--- src/dacc_params.svh ---
// Register offsets, field positions, reset values and timing counts of the converter control.
`ifndef DACC_PARAMS_SVH
`define DACC_PARAMS_SVH
// Register indices; the byte address on the bus is four times the index.
`define DACC_IDX_CONTROL 8'h00
`define DACC_IDX_CODE 8'h01
`define DACC_IDX_STATUS 8'h02
`define DACC_ADDR_CONTROL 8'h00
`define DACC_ADDR_CODE 8'h04
`define DACC_ADDR_STATUS 8'h08
`define DACC_BIT_ENABLE 0
`define DACC_BIT_PIN_DRIVE 6
`define DACC_BIT_KEEP_ALIVE 7
`define DACC_CONTROL_MASK 8'hc1
`define DACC_CONTROL_RESET 8'h00
`define DACC_CODE_RESET 8'h00
`define DACC_CLK_PERIOD_NS 20
`define DACC_STARTUP_NS 1000
`define DACC_STARTUP_CYC ((`DACC_STARTUP_NS + `DACC_CLK_PERIOD_NS - 1) / `DACC_CLK_PERIOD_NS)
`endif

--- src/dacc_pkg.sv ---
// Types shared by the converter control files.
`default_nettype none
package dacc_pkg;
   typedef enum logic [1:0] {DACC_OFF, DACC_WARMUP, DACC_RUN, DACC_ASLEEP} dacc_state_t;
   typedef struct packed {
      logic keep_alive;
      logic pin_drive_on;
      logic enable;
   } dacc_ctrl_t;
   typedef struct packed {
      logic core_on;
      logic buf_on;
      logic start;
      logic [7:0] code;
   } dacc_analog_t;
endpackage
`default_nettype wire

--- src/dacc_top.sv ---
// Control logic of the 8-bit resistor-string converter with its register slave.
// ****************************************************************************
// ****************************************************************************
//
// Register access over AXI4-Lite was left to the implementer.
`timescale 1ns/100ps
`default_nettype none
`include "dacc_params.svh"
module dacc_top (
   // Clock and reset.
   input wire logic i_core_clk,
   input wire logic i_rstn,
   // AXI4-Lite write address.
   input wire logic [7:0] s_axi_awaddr,
   input wire logic s_axi_awvalid,
   output logic s_axi_awready,
   // AXI4-Lite write data.
   input wire logic [31:0] s_axi_wdata,
   input wire logic [3:0] s_axi_wstrb,
   input wire logic s_axi_wvalid,
   output logic s_axi_wready,
   // AXI4-Lite write response.
   output logic [1:0] s_axi_bresp,
   output logic s_axi_bvalid,
   input wire logic s_axi_bready,
   // AXI4-Lite read address.
   input wire logic [7:0] s_axi_araddr,
   input wire logic s_axi_arvalid,
   output logic s_axi_arready,
   // AXI4-Lite read data.
   output logic [31:0] s_axi_rdata,
   output logic [1:0] s_axi_rresp,
   output logic s_axi_rvalid,
   input wire logic s_axi_rready,
   // Sleep requests and peripheral clock availability from the power manager, asynchronous levels.
   input wire logic i_standby_sleep,
   input wire logic i_powerdown_sleep,
   input wire logic i_clk_per_avail,
   // Analog core controls.
   output logic o_core_on,
   output logic o_internal_out_on,
   output logic o_buf_on,
   output logic o_start,
   output logic [7:0] o_code
);
   localparam logic [1:0] RESP_OKAY = 2'b00;
   localparam logic [1:0] RESP_SLVERR = 2'b10;

   // ****************************************************************************
   // Register state
   // ****************************************************************************
   dacc_pkg::dacc_ctrl_t ctrl_q;
   logic [7:0] code_q;
   dacc_pkg::dacc_state_t state_q;
   dacc_pkg::dacc_analog_t ana_q;
   logic aw_got_q;
   logic w_got_q;
   logic [7:0] aw_addr_q;
   logic [31:0] w_data_q;
   logic [3:0] w_strb_q;
   logic wr_fire;
   logic wr_ctrl;
   logic wr_code;
   logic pending_q;
   logic standby_lvl;
   logic powerdown_lvl;
   logic clk_avail_lvl;
   logic asleep;
   logic warm_load;
   logic warm_busy;
   logic [7:0] ctrl_rd;
   logic [7:0] status_rd;

   // ****************************************************************************
   // Pin input synchronisers
   // ****************************************************************************
   dacc_sync u_sync_stby (
      .i_core_clk(i_core_clk),
      .i_rstn(i_rstn),
      .i_async(i_standby_sleep),
      .o_level(standby_lvl)
   );
   dacc_sync u_sync_pdwn (
      .i_core_clk(i_core_clk),
      .i_rstn(i_rstn),
      .i_async(i_powerdown_sleep),
      .o_level(powerdown_lvl)
   );
   dacc_sync u_sync_clk (
      .i_core_clk(i_core_clk),
      .i_rstn(i_rstn),
      .i_async(i_clk_per_avail),
      .o_level(clk_avail_lvl)
   );

   dacc_timer #(
      .CYCLES(`DACC_STARTUP_CYC)
   ) u_warm (
      .i_core_clk(i_core_clk),
      .i_rstn(i_rstn),
      .i_load(warm_load),
      .o_busy(warm_busy)
   );

   // ****************************************************************************
   // AXI4-Lite write path
   // ****************************************************************************
   // Address and data are caught independently so the master may offer them in either order.
   always_ff @(posedge i_core_clk or negedge i_rstn) begin
      if (!i_rstn) begin
         aw_got_q <= 1'b0;
         aw_addr_q <= 8'h00;
      end else if (s_axi_awvalid && s_axi_awready) begin
         aw_got_q <= 1'b1;
         aw_addr_q <= s_axi_awaddr;
      end else if (wr_fire) begin
         aw_got_q <= 1'b0;
      end
   end

   always_ff @(posedge i_core_clk or negedge i_rstn) begin
      if (!i_rstn) begin
         w_got_q <= 1'b0;
         w_data_q <= 32'h00000000;
         w_strb_q <= 4'h0;
      end else if (s_axi_wvalid && s_axi_wready) begin
         w_got_q <= 1'b1;
         w_data_q <= s_axi_wdata;
         w_strb_q <= s_axi_wstrb;
      end else if (wr_fire) begin
         w_got_q <= 1'b0;
      end
   end

   // Ready is a registered level, held off while a write waits for its response.
   always_ff @(posedge i_core_clk or negedge i_rstn) begin
      if (!i_rstn) begin
         s_axi_awready <= 1'b0;
         s_axi_wready <= 1'b0;
      end else begin
         s_axi_awready <= !aw_got_q && !(s_axi_awvalid && s_axi_awready) && !s_axi_bvalid;
         s_axi_wready <= !w_got_q && !(s_axi_wvalid && s_axi_wready) && !s_axi_bvalid;
      end
   end

   assign wr_fire = aw_got_q && w_got_q && !s_axi_bvalid;
   // Only byte lane 0 carries register bits; a write with lane 0 off stores nothing.
   assign wr_ctrl = wr_fire && (aw_addr_q[7:2] == 6'(`DACC_ADDR_CONTROL >> 2)) && w_strb_q[0];
   assign wr_code = wr_fire && (aw_addr_q[7:2] == 6'(`DACC_ADDR_CODE >> 2)) && w_strb_q[0];

   always_ff @(posedge i_core_clk or negedge i_rstn) begin
      if (!i_rstn) begin
         s_axi_bvalid <= 1'b0;
         s_axi_bresp <= RESP_OKAY;
      end else if (wr_fire) begin
         s_axi_bvalid <= 1'b1;
         if (aw_addr_q[7:2] == 6'(`DACC_ADDR_CONTROL >> 2) ||
            aw_addr_q[7:2] == 6'(`DACC_ADDR_CODE >> 2)) begin
            s_axi_bresp <= RESP_OKAY;
         end else begin
            s_axi_bresp <= RESP_SLVERR;
         end
      end else if (s_axi_bready) begin
         s_axi_bvalid <= 1'b0;
      end
   end

   // ****************************************************************************
   // Registers
   // ****************************************************************************
   // Reset leaves the converter off with buffer and standby operation off.
   always_ff @(posedge i_core_clk or negedge i_rstn) begin
      if (!i_rstn) begin
         ctrl_q <= '0;
      end else if (wr_ctrl) begin
         ctrl_q.enable <= w_data_q[`DACC_BIT_ENABLE];
         ctrl_q.pin_drive_on <= w_data_q[`DACC_BIT_PIN_DRIVE];
         ctrl_q.keep_alive <= w_data_q[`DACC_BIT_KEEP_ALIVE];
      end
   end

   // The code is stored whether or not the converter is on.
   always_ff @(posedge i_core_clk or negedge i_rstn) begin
      if (!i_rstn) begin
         code_q <= `DACC_CODE_RESET;
      end else if (wr_code) begin
         code_q <= w_data_q[7:0];
      end
   end

   // ****************************************************************************
   // Power state
   // ****************************************************************************
   // Power-down always gates; standby gates unless kept alive with a running clock.
   assign asleep = powerdown_lvl ||
      (standby_lvl && !(ctrl_q.keep_alive && clk_avail_lvl));
   // Debug halt has no input here, so a halted CPU never disturbs the converter.
   assign warm_load = (state_q == dacc_pkg::DACC_ASLEEP) && !asleep && ctrl_q.enable;

   always_ff @(posedge i_core_clk or negedge i_rstn) begin
      if (!i_rstn) begin
         state_q <= dacc_pkg::DACC_OFF;
      end else begin
         unique case (state_q)
            dacc_pkg::DACC_OFF: begin
               if (ctrl_q.enable && asleep) begin
                  state_q <= dacc_pkg::DACC_ASLEEP;
               end else if (ctrl_q.enable) begin
                  state_q <= dacc_pkg::DACC_RUN;
               end
            end
            dacc_pkg::DACC_RUN: begin
               if (!ctrl_q.enable) begin
                  state_q <= dacc_pkg::DACC_OFF;
               end else if (asleep) begin
                  state_q <= dacc_pkg::DACC_ASLEEP;
               end
            end
            dacc_pkg::DACC_ASLEEP: begin
               if (!ctrl_q.enable) begin
                  state_q <= dacc_pkg::DACC_OFF;
               end else if (!asleep) begin
                  state_q <= dacc_pkg::DACC_WARMUP;
               end
            end
            dacc_pkg::DACC_WARMUP: begin
               if (!ctrl_q.enable) begin
                  state_q <= dacc_pkg::DACC_OFF;
               end else if (asleep) begin
                  state_q <= dacc_pkg::DACC_ASLEEP;
               end else if (!warm_busy && !warm_load) begin
                  state_q <= dacc_pkg::DACC_RUN;
               end
            end
         endcase
      end
   end

   // A launch asked for while asleep or warming waits and fires once running again.
   always_ff @(posedge i_core_clk or negedge i_rstn) begin
      if (!i_rstn) begin
         pending_q <= 1'b0;
      end else if (!ctrl_q.enable) begin
         pending_q <= 1'b0;
      end else if (state_q == dacc_pkg::DACC_RUN) begin
         pending_q <= 1'b0;
      end else if (state_q == dacc_pkg::DACC_ASLEEP && !asleep) begin
         pending_q <= 1'b1;
      end else if (state_q != dacc_pkg::DACC_OFF && wr_code) begin
         pending_q <= 1'b1;
      end
   end

   // ****************************************************************************
   // Analog core outputs
   // ****************************************************************************
   // All outputs are registered so the analog macro sees glitch-free controls.
   always_ff @(posedge i_core_clk or negedge i_rstn) begin
      if (!i_rstn) begin
         ana_q <= '0;
      end else begin
         ana_q.core_on <= (state_q != dacc_pkg::DACC_OFF) &&
            (state_q != dacc_pkg::DACC_ASLEEP) && !asleep;
         ana_q.buf_on <= (state_q != dacc_pkg::DACC_OFF) &&
            (state_q != dacc_pkg::DACC_ASLEEP) && !asleep && ctrl_q.pin_drive_on;
         ana_q.start <= ((state_q == dacc_pkg::DACC_RUN) && !asleep && ctrl_q.enable &&
            (wr_code || pending_q)) ||
            ((state_q == dacc_pkg::DACC_OFF) && ctrl_q.enable && !asleep);
         ana_q.code <= wr_code ? w_data_q[7:0] : code_q;
      end
   end

   assign o_core_on = ana_q.core_on;
   assign o_internal_out_on = ana_q.core_on;
   assign o_buf_on = ana_q.buf_on;
   assign o_start = ana_q.start;
   assign o_code = ana_q.code;

   // ****************************************************************************
   // AXI4-Lite read path
   // ****************************************************************************
   assign ctrl_rd = {ctrl_q.keep_alive, ctrl_q.pin_drive_on, 5'b00000, ctrl_q.enable};
   assign status_rd = {4'h0, warm_busy, pending_q, ana_q.buf_on, ana_q.core_on};

   always_ff @(posedge i_core_clk or negedge i_rstn) begin
      if (!i_rstn) begin
         s_axi_arready <= 1'b0;
         s_axi_rvalid <= 1'b0;
         s_axi_rdata <= 32'h00000000;
         s_axi_rresp <= RESP_OKAY;
      end else if (s_axi_rvalid) begin
         if (s_axi_rready) begin
            s_axi_rvalid <= 1'b0;
         end
      end else if (s_axi_arvalid && s_axi_arready) begin
         s_axi_arready <= 1'b0;
         s_axi_rvalid <= 1'b1;
         s_axi_rresp <= RESP_OKAY;
         unique case (s_axi_araddr[7:2])
            6'(`DACC_ADDR_CONTROL >> 2): s_axi_rdata <= {24'h000000, ctrl_rd};
            6'(`DACC_ADDR_CODE >> 2): s_axi_rdata <= {24'h000000, code_q};
            6'(`DACC_ADDR_STATUS >> 2): s_axi_rdata <= {24'h000000, status_rd};
            default: begin
               s_axi_rdata <= 32'h00000000;
               s_axi_rresp <= RESP_SLVERR;
            end
         endcase
      end else begin
         s_axi_arready <= 1'b1;
      end
   end

   // ****************************************************************************
   // Assertions
   // ****************************************************************************
   a_start_single: assert property (@(posedge i_core_clk) disable iff (!i_rstn)
      o_start |=> !o_start) else $error("Start pulse longer than one clock.");
   a_code_launch: assert property (@(posedge i_core_clk) disable iff (!i_rstn)
      (wr_code && state_q == dacc_pkg::DACC_RUN && ctrl_q.enable && !asleep)
      |=> o_start && o_code == $past(w_data_q[7:0])) else $error("Code write did not launch.");
   a_off_no_start: assert property (@(posedge i_core_clk) disable iff (!i_rstn)
      (!ctrl_q.enable && $past(!ctrl_q.enable)) |=> !o_start) else $error("Start while off.");
   a_enable_start: assert property (@(posedge i_core_clk) disable iff (!i_rstn)
      (state_q == dacc_pkg::DACC_OFF && ctrl_q.enable && !asleep) |=> o_start && o_code == code_q)
      else $error("Enable did not convert stored code.");
   a_buf_needs_pin: assert property (@(posedge i_core_clk) disable iff (!i_rstn)
      o_buf_on |-> o_core_on && $past(ctrl_q.pin_drive_on))
      else $error("Buffer on without pin drive.");
   a_pdwn_gates: assert property (@(posedge i_core_clk) disable iff (!i_rstn)
      powerdown_lvl |=> !o_core_on && !o_buf_on) else $error("Converter on in power-down.");
   a_stby_gates: assert property (@(posedge i_core_clk) disable iff (!i_rstn)
      (standby_lvl && !ctrl_q.keep_alive) |=> !o_core_on && !o_start)
      else $error("Standby not gated.");
   a_stby_keep: assert property (@(posedge i_core_clk) disable iff (!i_rstn)
      (state_q == dacc_pkg::DACC_RUN && ctrl_q.enable && !powerdown_lvl && ctrl_q.keep_alive
      && clk_avail_lvl) |=> o_core_on) else $error("Kept-alive converter turned off.");
   a_wake_warmup: assert property (@(posedge i_core_clk) disable iff (!i_rstn)
      (state_q == dacc_pkg::DACC_ASLEEP && !asleep && ctrl_q.enable) |=> !o_start [*2])
      else $error("Conversion before start-up interval.");
   a_ctrl_zero: assert property (@(posedge i_core_clk) disable iff (!i_rstn)
      ctrl_rd[5:1] == 5'b00000) else $error("Unused control bits not zero.");

   c_code_launch: cover property (@(posedge i_core_clk) disable iff (!i_rstn)
      wr_code ##1 o_start);
   c_wake: cover property (@(posedge i_core_clk) disable iff (!i_rstn)
      state_q == dacc_pkg::DACC_WARMUP ##1 state_q == dacc_pkg::DACC_RUN);
   c_pin: cover property (@(posedge i_core_clk) disable iff (!i_rstn) o_buf_on);
endmodule
`default_nettype wire

--- src/dacc_sync.sv ---
// Three-stage synchroniser with agreement filter for one pin level.
`timescale 1ns/100ps
`default_nettype none
module dacc_sync (
   // Clock and reset.
   input wire logic i_core_clk,
   input wire logic i_rstn,
   // Asynchronous level in, filtered level out.
   input wire logic i_async,
   output logic o_level
);
   logic s1_q;
   logic s2_q;
   logic s3_q;

   // The first stage feeds only the second; a change counts once stages two and three agree.
   always_ff @(posedge i_core_clk or negedge i_rstn) begin
      if (!i_rstn) begin
         s1_q <= 1'b0;
         s2_q <= 1'b0;
         s3_q <= 1'b0;
         o_level <= 1'b0;
      end else begin
         s1_q <= i_async;
         s2_q <= s1_q;
         s3_q <= s2_q;
         if (s2_q == s3_q) begin
            o_level <= s3_q;
         end
      end
   end
endmodule
`default_nettype wire

--- src/dacc_timer.sv ---
// Down counter that times the converter start-up interval.
`timescale 1ns/100ps
`default_nettype none
module dacc_timer #(
   parameter int unsigned CYCLES = 50
) (
   // Clock and reset.
   input wire logic i_core_clk,
   input wire logic i_rstn,
   // Load and status.
   input wire logic i_load,
   output logic o_busy
);
   logic [15:0] cnt_q;

   // Load restarts the full interval; busy stays high until the count runs out.
   always_ff @(posedge i_core_clk or negedge i_rstn) begin
      if (!i_rstn) begin
         cnt_q <= 16'h0000;
      end else if (i_load) begin
         cnt_q <= 16'(CYCLES);
      end else if (cnt_q != 16'h0000) begin
         cnt_q <= cnt_q - 16'h0001;
      end
   end

   assign o_busy = (cnt_q != 16'h0000);
endmodule
`default_nettype wire

--- config.mk ---
export PLATFORM = sky130hd
export DESIGN_NAME = dacc_top
export DESIGN_NICKNAME = d
export VERILOG_FILES = /design/src/dacc_pkg.sv /design/src/dacc_top.sv /design/src/dacc_sync.sv /design/src/dacc_timer.sv
export VERILOG_INCLUDE_DIRS = /design/src
export SDC_FILE = /design/constraint.sdc
export NUM_CORES = 1
export LEC_CHECK = 0
export ABC_AREA = 1
export BUFFER_PORTS_ARGS = -buffer_cell sky130_fd_sc_hd__clkbuf_2
export CELL_PAD_IN_SITES_DETAIL_PLACEMENT = 2
export CELL_PAD_IN_SITES_GLOBAL_PLACEMENT = 2
export CORE_MARGIN = 2
export CORE_UTILIZATION = 32
export CTS_CLUSTER_SIZE = 28
export DETAILED_ROUTE_END_ITERATION = 10
export PLACE_DENSITY_LB_ADDON = 0.15
export SLEW_MARGIN = 20
export SYNTH_ARGS = -nofsm -noshare
export SYNTH_HDL_FRONTEND = slang
export SYNTH_HIERARCHICAL = 1
export SYNTH_SLANG_ARGS = --single-unit
--- constraint.sdc ---
create_clock -name i_core_clk -period 4.7 [get_ports i_core_clk]
set_input_delay 0.94 -clock i_core_clk [delete_from_list [all_inputs] [get_ports i_core_clk]]
set_output_delay 0.94 -clock i_core_clk [all_outputs]
set_load 0.01 [all_outputs]
## Word-level counts from Yosys, hierarchy flattened

Cells that the tools add are included.

- Input port bits: 62
- Word-level logic and storage cells: 134
- Output and inout port bits: 53
- Flip-flop bits (word level): 105

- Reduce and logical (&&, ||, !) cells: 53
- Bitwise operators: 1
- Add/sub/neg operators: 1
- Mux-type cells: 29
- Equality and inequality tests: 15

Operators with widths:

| operator | count |
|---|---|
| two-way mux 16 bit | 2 |
| logical AND 1 bit | 28 |
| one-hot mux 8 bit (3 select lines) | 1 |
| two-way mux 2 bit | 11 |
| nonzero test 16 bit | 1 |
| subtractor 16 x 1 -> 16 bit, second input constant | 1 |
| two-way mux 1 bit | 13 |
| == test 6 x 1 -> 1 bit, second input constant | 2 |
| logical NOT 6 bit | 2 |
| nonzero test 2 bit | 5 |
| logical NOT 1 bit | 9 |
| != test 3 bit, second input constant | 3 |
| two-way mux 8 bit | 1 |
| one-hot mux 2 bit (4 select lines) | 1 |
| == test 6 x 2 -> 1 bit, second input constant | 1 |
| == test 2 bit, second input constant | 2 |
| logical OR 1 bit | 4 |
| != test 4 x 1 -> 1 bit, second input constant | 1 |
| != test 4 bit, second input constant | 1 |
| AND reduction 4 bit | 1 |
| == test 1 bit | 3 |
| OR reduction 3 bit | 1 |
| == test 2 x 1 -> 1 bit, second input constant | 1 |
| logical NOT 2 bit | 1 |
| other kinds (3) | 3 |

## Logic depth before layout (Yosys ltp)

Gate-level depths: netlist (run 1).

- Depth after elaboration: 13
- Mapped depth: 13
- Mapped depth without buffers: 13

## Modules after synthesis

The synthesis (run 1) kept the hierarchy.

Modules (own cells, without submodules):

| module | cells an instance | area each (um2) | sequential area each (um2) | instances |
|---|---|---|---|---|
| dacc_top | 293 | 2537.4 | 1226.2 | 1 |
| dacc_timer | 148 | 1041.0 | 400.4 | 1 |
| dacc_sync | 8 | 116.4 | 100.1 | 3 |

## Worst setup path after synthesis (run 1)

Ideal clock, no wire load.

- Path type: input port to flip-flop
- Start: input port s_axi_araddr[7]
- End: register s_axi_rdata[1]
- Setup time: 0.066 ns
- Arrival time: 1.558 ns
- Required time: 4.634 ns
- Slack: 3.076 ns
- Cell stages on the path: 7
- Path buffers: 0
- Cell sequence: nor2_4 -> nand3_4 -> nor2_4 -> nand2_1 -> nand2_1 -> nand2_1 -> nand2_1

- Word-level cells in the longest chain between the ends: 2
- Elaborated cells between the ends (all ways): 4
- Those cells by class: eq/ne: 2; mux: 1; reduce/logical: 1

Ends and longest elaborated chain:

| element | RTL line | source |
|---|---|---|
| start: declaration | dacc_top.sv:27 | `input wire logic [7:0] s_axi_araddr,` |
| == test 6 x 2 -> 1 bit, or another cell as far along | dacc_top.sv:299 | `unique case (s_axi_araddr[7:2])` |
| one-hot mux 8 bit (3 select lines) * | dacc_top.sv:299 |  |
| end signal: assignment | dacc_top.sv:300 | `` 6'(`DACC_ADDR_CONTROL >> 2): s_axi_rdata <= {24'h000000, ctrl_rd}; `` |
| end signal: assignment | dacc_top.sv:301 | `` 6'(`DACC_ADDR_CODE >> 2): s_axi_rdata <= {24'h000000, code_q}; `` |
| end signal: assignment | dacc_top.sv:302 | `` 6'(`DACC_ADDR_STATUS >> 2): s_axi_rdata <= {24'h000000, status_rd}; `` |
| end: declaration | dacc_top.sv:31 | `output logic [31:0] s_axi_rdata,` |

Every way passes the cells marked *; elsewhere a longest branch is shown, timed or not.
A chain may end at the register's enable or synchronous reset.

## Final worst setup path (run 1)

- Start: register state_q[0]
- End: register u_warm.cnt_q[7]

- Word-level cells in the longest chain between the ends: 4
- Elaborated cells between the ends (all ways): 5
- Those cells by class: eq/ne: 1; mux: 1; reduce/logical: 3

Ends and longest elaborated chain:

| element | RTL line | source |
|---|---|---|
| start: declaration | dacc_top.sv:54 | `dacc_pkg::dacc_state_t state_q;` |
| start signal: assignment | dacc_top.sv:202 | `state_q <= dacc_pkg::DACC_OFF;` |
| start signal: assignment | dacc_top.sv:207 | `state_q <= dacc_pkg::DACC_ASLEEP;` |
| start signal: assignment | dacc_top.sv:209 | `state_q <= dacc_pkg::DACC_RUN;` |
| == test 2 bit * | dacc_top.sv:198 | `assign warm_load = (state_q == dacc_pkg::DACC_ASLEEP) && !asleep && ctrl_q.enable;` |
| logical AND 1 bit * (2 in series) | dacc_top.sv:198 |  |
| net warm_load | dacc_top.sv:69 | `logic warm_load;` |
| two-way mux 16 bit / nonzero test 2 bit (equally long branches) | n/a |  |
| end signal: assignment | dacc_timer.sv:21 | `cnt_q <= 16'(CYCLES);` |
| end signal: assignment | dacc_timer.sv:23 | `cnt_q <= cnt_q - 16'h0001;` |
| end: declaration | dacc_timer.sv:14 | `logic [15:0] cnt_q;` |

The timed path passes the listed nets; every way through them passes the cells marked *.

==> results.cfg, run 1 <==
[status]
status = finished, final reports clean

[floorplan]
die_w_um = 115
core_mm2 = 0.0120
dieArea_mm2 = 0.0132
die_h_um = 115
pin_count = 115
rows = 40
initial_utilization = 0.327

[global_routing]
grt_max_degree = 78
antenna_found_initial = 0
grt_usage = 0.163
grt_pass1_vias = 3346
grt.overflow.total = 0
grt_pass1_wl_um = 16500

[power_and_ir_drop]
finalPower_mw = 2.67
pwr_density_cell_mw_per_mm2 = 583
ir_drop_mv = 0.248
p_leak_nw = 2.43

[clocking]
cts_tree = built
cts_buffers = 9
post_cts_buffers = 0
postCtsResizedCells = 0
clock_latency_ns = 0.34
path_clk_slew_ns = 0.06
cts_root_buffer = clkbuf_16
cts.sinks = 77
clk_path_buf_depth = 2
holdBufCountCts = 0
htreeDepth = 3

[route]
avgViaCountPerCell = 4.63
via_count = 3137
drt-wirelength-per-cell_um = 14.6
first_pass_iters = 4
drt_iter0_drc = 104
final_antenna_net_count = 0
totalWireLength_um = 9890
drc_errors = 0

[synthesis]
syn_area_per_cell_um2 = 8.45
seq_area_frac_synth = 0.491
syn_area_mm2 = 0.00393
synthCells = 465
synth_top_area_cell = dfrtp_1
ys_ff_latch = 77
synth_top_area_frac = 0.491
ys_warn_count = 6
synthTopCellsByArea = dfrtp_1 49%, nand2_1 11%, inv_1 5.4%
ys_types = 33

[worst_setup_path]
crit_required_ns = 4.97
worstPathArrival_ns = 2.31
cp-end-kind = flop
reg2reg_depth = 7
worst_setup_path_start_kind = flop
critPathMaxFanout = 16
critical_path_class = reg2reg

[timing]
slew_viol_final = 0
grt_setup_unrepaired = false
clock_skew_ns = 0.00551
finalCritPeriodShare = 0.433
worstMarginPinSlew_ns = 0.753
finalHoldViolCount = 0
timing.slew.headroom = 0.498
setup_tns_ns = 0
final.min_clock_period_ns = 2.04
max_clock_freq_mhz = 491
setup_viol = 0

[finish]
area_growth_syn_to_layout_pct = 16.4
postLayoutCoreUtil = 0.381
n_antenna_cell = 0
fin_nets = 592
final_cells = 677
layout-drive-gt1-share = 0.232
fin_area_mm2 = 0.00457

[placed_design]
port_buffers = 57
placed_area_mm2 = 0.00424
globalplace.congestion = 0.786
dp.cells = 661
hpwl_um = 7250

[job]
max-cap-violations = 0

[min_path]
hold_path_depth = 0
worstHoldPathType = reg2reg
==> cells in the mapped netlist <==
cell type and count:
nor4_1 1, clkbuf_1 3, nor2_1 48, nand3_1 38
nand3_4 4, o21bai_1 1, o21ai_1 3, o21ai_0 9
nand2_2 5, buf_6 1, mux2_2 4, buf_2 1
or2_2 3, a21oi_1 17, o21ai_2 8, ha_1 5
inv_2 3, clkinv_2 1, nand4_1 8, xor2_1 1
buf_4 27, nor2_8 1, nor2_2 15, buf_12 1
nor3_1 3, inv_1 56, nor2_4 6, nand3_2 1
clkinv_1 2, nor3b_1 1, conb_1 1, dfrtp_1 77
nand2_1 110
==> cells in the final DEF (no fill, tap or decap), types with 8 or more instances in the layout <==
cell	count
nand2_1	110
nand4_1	8
nand3_1	38
clkbuf_2	56
conb_1	26
a21oi_1	17
nor2_2	15
inv_1	56
dfrtp_1	77
o21ai_0	9
nor2_1	48
clkbuf_16	9
o21ai_2	8
==> where the power goes <==
group | switching (mW) | internal (mW) | total (mW)
clock network | 0.275 | 0.492 | 0.767
registers | 0.177 | 0.880 | 1.06
logic | 0.544 | 0.298 | 0.841
total | 0.995 | 1.67 | 2.67
==> kinds of logic (layout without fill, tap and decap cells) <==
logic type / count (synthesis) / in the layout / synth area share
flip-flops: 77 / 77 / 0.491
AND/OR/NAND/NOR: 244 / 244 / 0.299
multiplexers: 4 / 4 / 0.0115
XOR/XNOR: 1 / 1 / 0.00223
buffers and inverters: 95 / 135 / 0.123
AO/OA/AOI/OAI: 38 / 38 / 0.0567
adder cells (fa/ha/maj): 5 / 5 / 0.0159
other: 1 / 26 / 0.000955
==> final cells by class <==
class / count / area [um^2]
Fill cell: 1407 / 7440
Sequential cell: 77 / 1930
Multi-Input combinational cell: 318 / 1610
Timing Repair Buffer: 57 / 292
Clock buffer: 12 / 256
Inverter: 62 / 234
Tap cell: 147 / 184
Clock inverter: 4 / 70.1
==> stage by stage <==
step | hold WS, ns | setup slack (ns)
2_1_floorplan | 0.331 | 3.08
3_3_place_gp | 0.333 | 2.57
3_5_place_dp | 0.337 | 2.57
4_1_cts | 0.346 | 2.58
5_1_grt | 0.355 | 2.40
6_report | 0.350 | 2.66
==> path summary, 6_finish.rpt <==
check	from	slack, ns	end
max in group asynchronous	i_rstn	3.54	s_axi_rdata[2]$_DFFE_PN0P_
hold reg to reg	u_sync_pdwn/s1_q$_DFF_PN0_	0.35	u_sync_pdwn/s2_q$_DFF_PN0_
setup reg to reg	state_q[0]$_DFFE_PN0P_	2.66	u_warm/cnt_q[7]$_DFFE_PN0P_
min in group asynchronous	i_rstn	0.61	u_warm/cnt_q[15]$_DFFE_PN0P_
setup / recovery	state_q[0]$_DFFE_PN0P_	2.66	u_warm/cnt_q[7]$_DFFE_PN0P_
hold / removal	u_sync_pdwn/s1_q$_DFF_PN0_	0.35	u_sync_pdwn/s2_q$_DFF_PN0_
==> critical path, stage by stage, from the launching register on <==
cell,delay [ns]
dfrtp_1,0.44
ha_1,0.23
nand2_1,0.12
nor2_1,0.20
inv_1,0.32
nand3_4,0.22
clkinv_2,0.25
nor2_2,0.17
==> registers in the layout (all words and copies together), names as in the netlist, 2 cells and up <==
register,cells
w_data_q,8
o_code,8
s_axi_rdata,8
state_q,2
u_warm/cnt_q,16
aw_addr_q,6
ctrl_q,3
==> per-layer routing <==
metal	track usage	up-vias	wire length [um]
met5	0	-	0
li1	-	1515	-
met2	0.289	65	5030
met3	0.0474	4	420
met4	0.0434	0	73
met1	0.193	1553	4370
(Power assumes the default switching activity.)
==> run 2, diff against run 1 <==
--- a/config.mk
+++ b/config.mk
@@ -11,7 +11,7 @@
 export CELL_PAD_IN_SITES_DETAIL_PLACEMENT = 2
 export CELL_PAD_IN_SITES_GLOBAL_PLACEMENT = 2
 export CORE_MARGIN = 2
-export CORE_UTILIZATION = 32
+export CORE_UTILIZATION = 27
 export CTS_CLUSTER_SIZE = 28
 export DETAILED_ROUTE_END_ITERATION = 10
 export PLACE_DENSITY_LB_ADDON = 0.15
==> constraint.sdc (replaced) <==
create_clock -name i_core_clk -period 1.7 [get_ports i_core_clk]
set_input_delay 0.34 -clock i_core_clk [delete_from_list [all_inputs] [get_ports i_core_clk]]
set_output_delay 0.34 -clock i_core_clk [all_outputs]
set_load 0.01 [all_outputs]
==> run 2 against run 1 <==
- sequential cell count stayed put
- sequential share of layout area is 2.6 points lower
- fmax is 24% higher
- clock-buffer cell count is 3 lower
- via count is 3.9% higher
- register-to-register slack worse by 2.6 ns
- sequential power grew to 2.7 times the previous value
- total power grew to 2.9 times the previous value
- clock skew is 0.0044 ns higher
- combinational power grew to 3.3 times the previous value
- routed wire length is 5.4% higher
- hold slack worse by 0.25 ns
==> results.cfg, run 2 (synthesized netlist as in run 1, its figures left out) <==
[status]
status = finished, final reports clean

[clocking]
cts_root_buffer = clkbuf_16
cts.sinks = 77
path_clk_slew_ns = 0.06
clock_latency_ns = 0.34
htreeDepth = 3
cts_tree = built
cts_buffers = 9
clk_path_buf_depth = 2

[worst_setup_path]
crit_chain = nor2_2, inv_1, nor4_1, nand3_1, inv_1, nand2_1, nand2_2, nor2_4, nor2_2, nand2_1, nand2_1, nand2_1
critPathMaxFanout = 2
worstPathArrival_ns = 1.86
crit_required_ns = 1.93
startpoint = u_warm/cnt_q[5]$_DFFE_PN0P_
r2r_start = u_warm/cnt_q[5]$_DFFE_PN0P_
endpoint = state_q[1]$_DFFE_PN0P_
max_stage_delay_ns = 0.39
cp-end-kind = flop
reg2reg_depth = 12
cp.depth = 12
cp_common_cell = nand2_1
critPathBufInv = 2
worst_setup_path_start_kind = flop
worstReg2RegEnd = state_q[1]$_DFFE_PN0P_
critPathTopFamily = simple AND/OR/NAND/NOR gates
critical_path_class = reg2reg
r2r_slack_ns = 0.06
slowest_stage = dfrtp_1

[global_routing]
grt_pass1_wl_um = 18000
grt_pass1_vias = 3630
grt_max_degree = 48
antenna_found_initial = 0
grt.overflow.total = 0
grt_usage = 0.145

[power_and_ir_drop]
switching_share = 0.383
p_leak_nw = 2.57
pwr_density_cell_mw_per_mm2 = 1570
finalPower_mw = 7.64
comb_power_share = 0.368
clkPwrFrac = 0.259
power_frac_seq = 0.373
internal-power_mw = 4.72
ir_drop_mv = 0.520
switchingPower_mw = 2.92

[route]
drc_errors = 0
via_count = 3258
totalWireLength_um = 10400
drt_iter0_drc = 54
first_pass_iters = 4
avgViaCountPerCell = 4.36
final_antenna_net_count = 0
drt-wirelength-per-cell_um = 13.9

[min_path]
hold_path_depth = 1
hp-start = i_clk_per_avail
worstHoldPathType = in2reg

[floorplan]
initial_utilization = 0.273
pin_count = 115
core_mm2 = 0.0144
die_h_um = 125
dieArea_mm2 = 0.0155
rows = 44
die_w_um = 125

[finish]
fin_area_mm2 = 0.00487
n_antenna_cell = 0
area_growth_syn_to_layout_pct = 24.1
nFillCells = 1679
final_cell_mix = 109 x nand2_1, 77 x dfrtp_1, 56 x inv_1, 56 x clkbuf_2, 42 x nor2_1
layout-drive-gt1-share = 0.290
final_common_cell = nand2_1
largest_register_ffs = 16
regMostFlops = u_warm/cnt_q
fin_nets = 625
final_cells = 747

[timing]
hold_slack_ns = 0.105
worstMarginPinSlew_ns = 0.598
max_clock_freq_mhz = 611
setup_viol = 0
clock_skew_ns = 0.00993
slew_viol_final = 0
final.min_clock_period_ns = 1.64
grt_setup_unrepaired = true
timing.slew.headroom = 0.600
finalHoldViolCount = 0
finalCritPeriodShare = 0.963
setup_tns_ns = 0

[placed_design]
placed_area_mm2 = 0.00453
dp.cells = 729
globalplace.congestion = 0.761
hpwl_um = 7970
port_buffers = 57

[job]
max-cap-violations = 0
run 2: what timing repair did:
action	in CTS	in global routing
buffers inserted	1	1
gates cloned	0	0
resized for setup	2	6
hold buffers	1	0
endpoints found under the setup margin	2	3
pin swaps	1	5
endpoints found under the hold margin	18	0
run 2: power by group through the flow:
stage / Clock (mW) / Combinational (mW) / Sequential (mW)
floorplan: 0 / 1.70 / 2.88
CTS: 2.07 / 2.87 / 2.86
detailed placement: 0 / 2.83 / 2.87
global placement: 0 / 2.71 / 2.84
global route: 2.14 / 3.26 / 2.94
finish: 1.98 / 2.81 / 2.85
run 2: per-layer routing:
metal | global-route usage | share of wire | up-vias
met5 | 0 | 0 | -
met4 | 0.0456 | 0.012 | 0
met3 | 0.0365 | 0.033 | 9
met2 | 0.240 | 0.50 | 52
met1 | 0.185 | 0.46 | 1606
li1 | - | - | 1591
run 2: worst min-delay path by stage:
stage                              endpoint  slack, ns
6_report          u_sync_clk/s1_q$_DFF_PN0_       0.10
4_1_cts           u_sync_clk/s1_q$_DFF_PN0_       0.09
3_3_place_gp   u_warm/cnt_q[15]$_DFFE_PN0P_       0.25
3_5_place_dp   u_warm/cnt_q[15]$_DFFE_PN0P_       0.26
2_1_floorplan      aw_addr_q[2]$_DFFE_PN0P_       0.04
5_1_grt          u_sync_stby/s1_q$_DFF_PN0_       0.09
run 2: area by class of cell:
class,instances,area (um^2),share of cell area
inverter,62,234,0.0480
sequential,77,1930,0.395
timing repair buffer,90,551,0.113
clock inverter,7,73.8,0.0151
multi-input combinational,318,1630,0.335
clock buffer,9,225,0.0462
tap,184,230,0.0472
run 2: metrics by stage:
step	setup slack, ns	utilization
global placement	0.102	0.316
global route	-0.108	0.339
detailed placement	-0.0120	0.316
floorplan	0.206	-
CTS	0.0142	0.338
finish	0.0634	0.339
run 2: worst reg2reg max path, delay by kind of cell (launching register included):
| family | cells | cell delay [ns] |
|---|---|---|
| flip-flops | 1 | 0.39 |
| buffers and inverters | 2 | 0.16 |
| AND/OR/NAND/NOR | 10 | 0.99 |
==> run 3, diff against run 2 <==
--- a/config.mk
+++ b/config.mk
@@ -18,5 +18,4 @@
 export SLEW_MARGIN = 20
 export SYNTH_ARGS = -nofsm -noshare
 export SYNTH_HDL_FRONTEND = slang
-export SYNTH_HIERARCHICAL = 1
 export SYNTH_SLANG_ARGS = --single-unit
==> run 3 against run 2 <==
- die area fell by 4.1%
- sequential power barely moved
- via count fell by 8.0%
- sequential share of layout area rose by 3.1 points
- routed wire length fell by 5.4%
- register-to-register slack improved by 0.09 ns
- combinational power fell by 21%
- design area fell by 7.3%
==> results.cfg, run 3 <==
[synthesis]
synth_common_cells = 109 x nand2_1, 77 x dfrtp_1, 50 x inv_1, 49 x nor2_1, 37 x nand3_1
synth_ff_type = dfrtp_1
synthTopCellsByArea = dfrtp_1 51%, nand2_1 11%, buf_4 5.4%
ys_warn_count = 0
ys_ff_latch = 77
syn_area_per_cell_um2 = 8.55
seq_area_frac_synth = 0.512
synth_edf_count = 0
synth_top_area_cell = dfrtp_1
ys_types = 36
synthCells = 440
synth_top_area_frac = 0.512
syn_area_mm2 = 0.00376
synth_most_common_cell = nand2_1
async_reset_ff_frac = 1.00

[power_and_ir_drop]
p_leak_nw = 2.36
switchingPower_mw = 2.60
comb_power_share = 0.325
switching_share = 0.378
pwr_density_cell_mw_per_mm2 = 1520
clkPwrFrac = 0.258
internal-power_mw = 4.27
power_frac_seq = 0.417
ir_drop_mv = 0.472

[worst_setup_path]
r2r_slack_ns = 0.15
worstReg2RegEnd = u_warm.cnt_q[7]$_DFFE_PN0P_
critical_path_class = reg2reg
reg2reg_depth = 8
crit_required_ns = 1.93
r2r_start = state_q[1]$_DFFE_PN0P_
cp-end-kind = flop
worstPathArrival_ns = 1.78
worst_setup_path_start_kind = flop
critPathMaxFanout = 8

[route]
first_pass_iters = 4
drt-wirelength-per-cell_um = 14.2
drt_iter0_drc = 88
drc_errors = 0
via_count = 2996
avgViaCountPerCell = 4.30
final_antenna_net_count = 0
totalWireLength_um = 9860

[global_routing]
grt_usage = 0.149
antenna_found_initial = 0
grt_pass1_wl_um = 16800
grt_max_degree = 32
grt_pass1_vias = 3354
grt.overflow.total = 0

[placed_design]
dp.cells = 680
hpwl_um = 7560
port_buffers = 57
globalplace.congestion = 0.726
placed_area_mm2 = 0.00424

[finish]
fin_area_mm2 = 0.00452
final_common_cell = nand2_1
nFillCells = 1611
regMostFlops = u_warm.cnt_q
area_growth_syn_to_layout_pct = 20.1
multi_input_area_mm2 = 0.00149
largest_register_ffs = 16
fin_nets = 580
layout-drive-gt1-share = 0.234
final_cell_mix = 109 x nand2_1, 76 x dfrtp_1, 56 x clkbuf_2
final_cells = 696
regArea_mm2 = 0.00193
n_antenna_cell = 0

[timing]
setup_tns_ns = 0
timing.slew.headroom = 0.592
grt_setup_unrepaired = false
setup_viol = 0
finalCritPeriodShare = 0.911
clock_skew_ns = 0.00522
final.min_clock_period_ns = 1.55
slew_viol_final = 0
finalHoldViolCount = 0
worstMarginPinSlew_ns = 0.610
max_clock_freq_mhz = 646

[clocking]
htreeDepth = 3
cts_buffers = 9
clock_latency_ns = 0.34
post_cts_buffers = 0
path_clk_slew_ns = 0.06
clk_path_buf_depth = 2
cts.sinks = 77
cts_root_buffer = clkbuf_16
cts_tree = built

[min_path]
worstHoldPathType = in2reg
hp-start = i_clk_per_avail
hold_end = u_sync_clk.s1_q$_DFF_PN0_
hold_path_depth = 1

[floorplan]
initial_utilization = 0.274
core_mm2 = 0.0137
die_w_um = 122
rows = 43
dieArea_mm2 = 0.0149
die_h_um = 122
pin_count = 115

[job]
max-cap-violations = 0

[status]
status = finished, final reports clean
==> run 3: power by group through the flow <==
stage | sequential, mW | combinational [mW] | clock, mW
after global placement | 2.89 | 2.15 | 0
after floorplan | 2.84 | 1.53 | 0
after global routing | 2.97 | 2.60 | 1.95
after CTS | 2.89 | 2.29 | 1.85
after detailed placement | 2.91 | 2.26 | 0
final | 2.87 | 2.23 | 1.77
==> run 3: kinds of logic after synthesis <==
group,count (synthesis),synth area share
adder cells (fa/ha/maj),9,0.0279
flip-flops,77,0.512
other,1,0.000997
XOR/XNOR,2,0.00466
buffers and inverters,87,0.118
AO/OA/AOI/OAI,39,0.0648
AND/OR/NAND/NOR,221,0.259
multiplexers,4,0.0120
==> run 3: worst max-delay path by stage <==
stage	start	to	slack [ns]	cells after the start
floorplan	state_q[0]$_DFFE_PN0P_	state_q[0]$_DFFE_PN0P_	0.35	10
global placement	state_q[0]$_DFFE_PN0P_	u_warm.cnt_q[9]$_DFFE_PN0P_	0.14	8
detailed placement	state_q[0]$_DFFE_PN0P_	state_q[0]$_DFFE_PN0P_	0.10	10
CTS	state_q[0]$_DFFE_PN0P_	state_q[0]$_DFFE_PN0P_	0.07	10
global route	state_q[0]$_DFFE_PN0P_	state_q[0]$_DFFE_PN0P_	0.02	10
finish	state_q[1]$_DFFE_PN0P_	u_warm.cnt_q[7]$_DFFE_PN0P_	0.15	8
==> run 3: routing by layer <==
layer  GRT usage  vias to the layer above  part of all wire
met1       0.172                     1471              0.43
met2       0.260                       45              0.52
met3      0.0426                       13             0.040
met5           0                        -                 0
met4      0.0539                        0             0.017
li1            -                     1467                 -
==> run 3: critical path, stage by stage, from the launching register on <==
cell and delay (ns):
dfrtp_1 0.44, ha_1 0.23, nand2_1 0.08, inv_2 0.05, nand3_4 0.14, clkinv_2 0.13, nor2_4 0.15, buf_4 0.17
nor2_1 0.05
==> run 3: what timing repair did <==
item	4_1_cts	5_1_grt
hold buffers	1	0
hold endpoints to repair	25	0
setup endpoints to repair	0	2
gates resized for setup	0	2
==> run 3: through the flow <==
stage	hold slack, ns	worst slack, ns	utilization	power (mW)
2_1_floorplan	0.0444	0.348	-	4.37
3_3_place_gp	0.305	0.139	0.309	5.04
3_5_place_dp	0.306	0.104	0.309	5.18
4_1_cts	0.0857	0.0724	0.329	7.03
5_1_grt	0.0862	0.0210	0.329	7.52
6_report	0.101	0.152	0.329	6.87
==> run 3: layout make-up <==
| type | count | share of cell area |
|---|---|---|
| Tap cell | 180 | 0.0499 |
| Clock buffer | 11 | 0.0537 |
| Multi-Input combinational cell | 301 | 0.329 |
| Sequential cell | 77 | 0.427 |
| Timing Repair Buffer | 69 | 0.0898 |
| Inverter | 54 | 0.0452 |
| Clock inverter | 4 | 0.00554 |
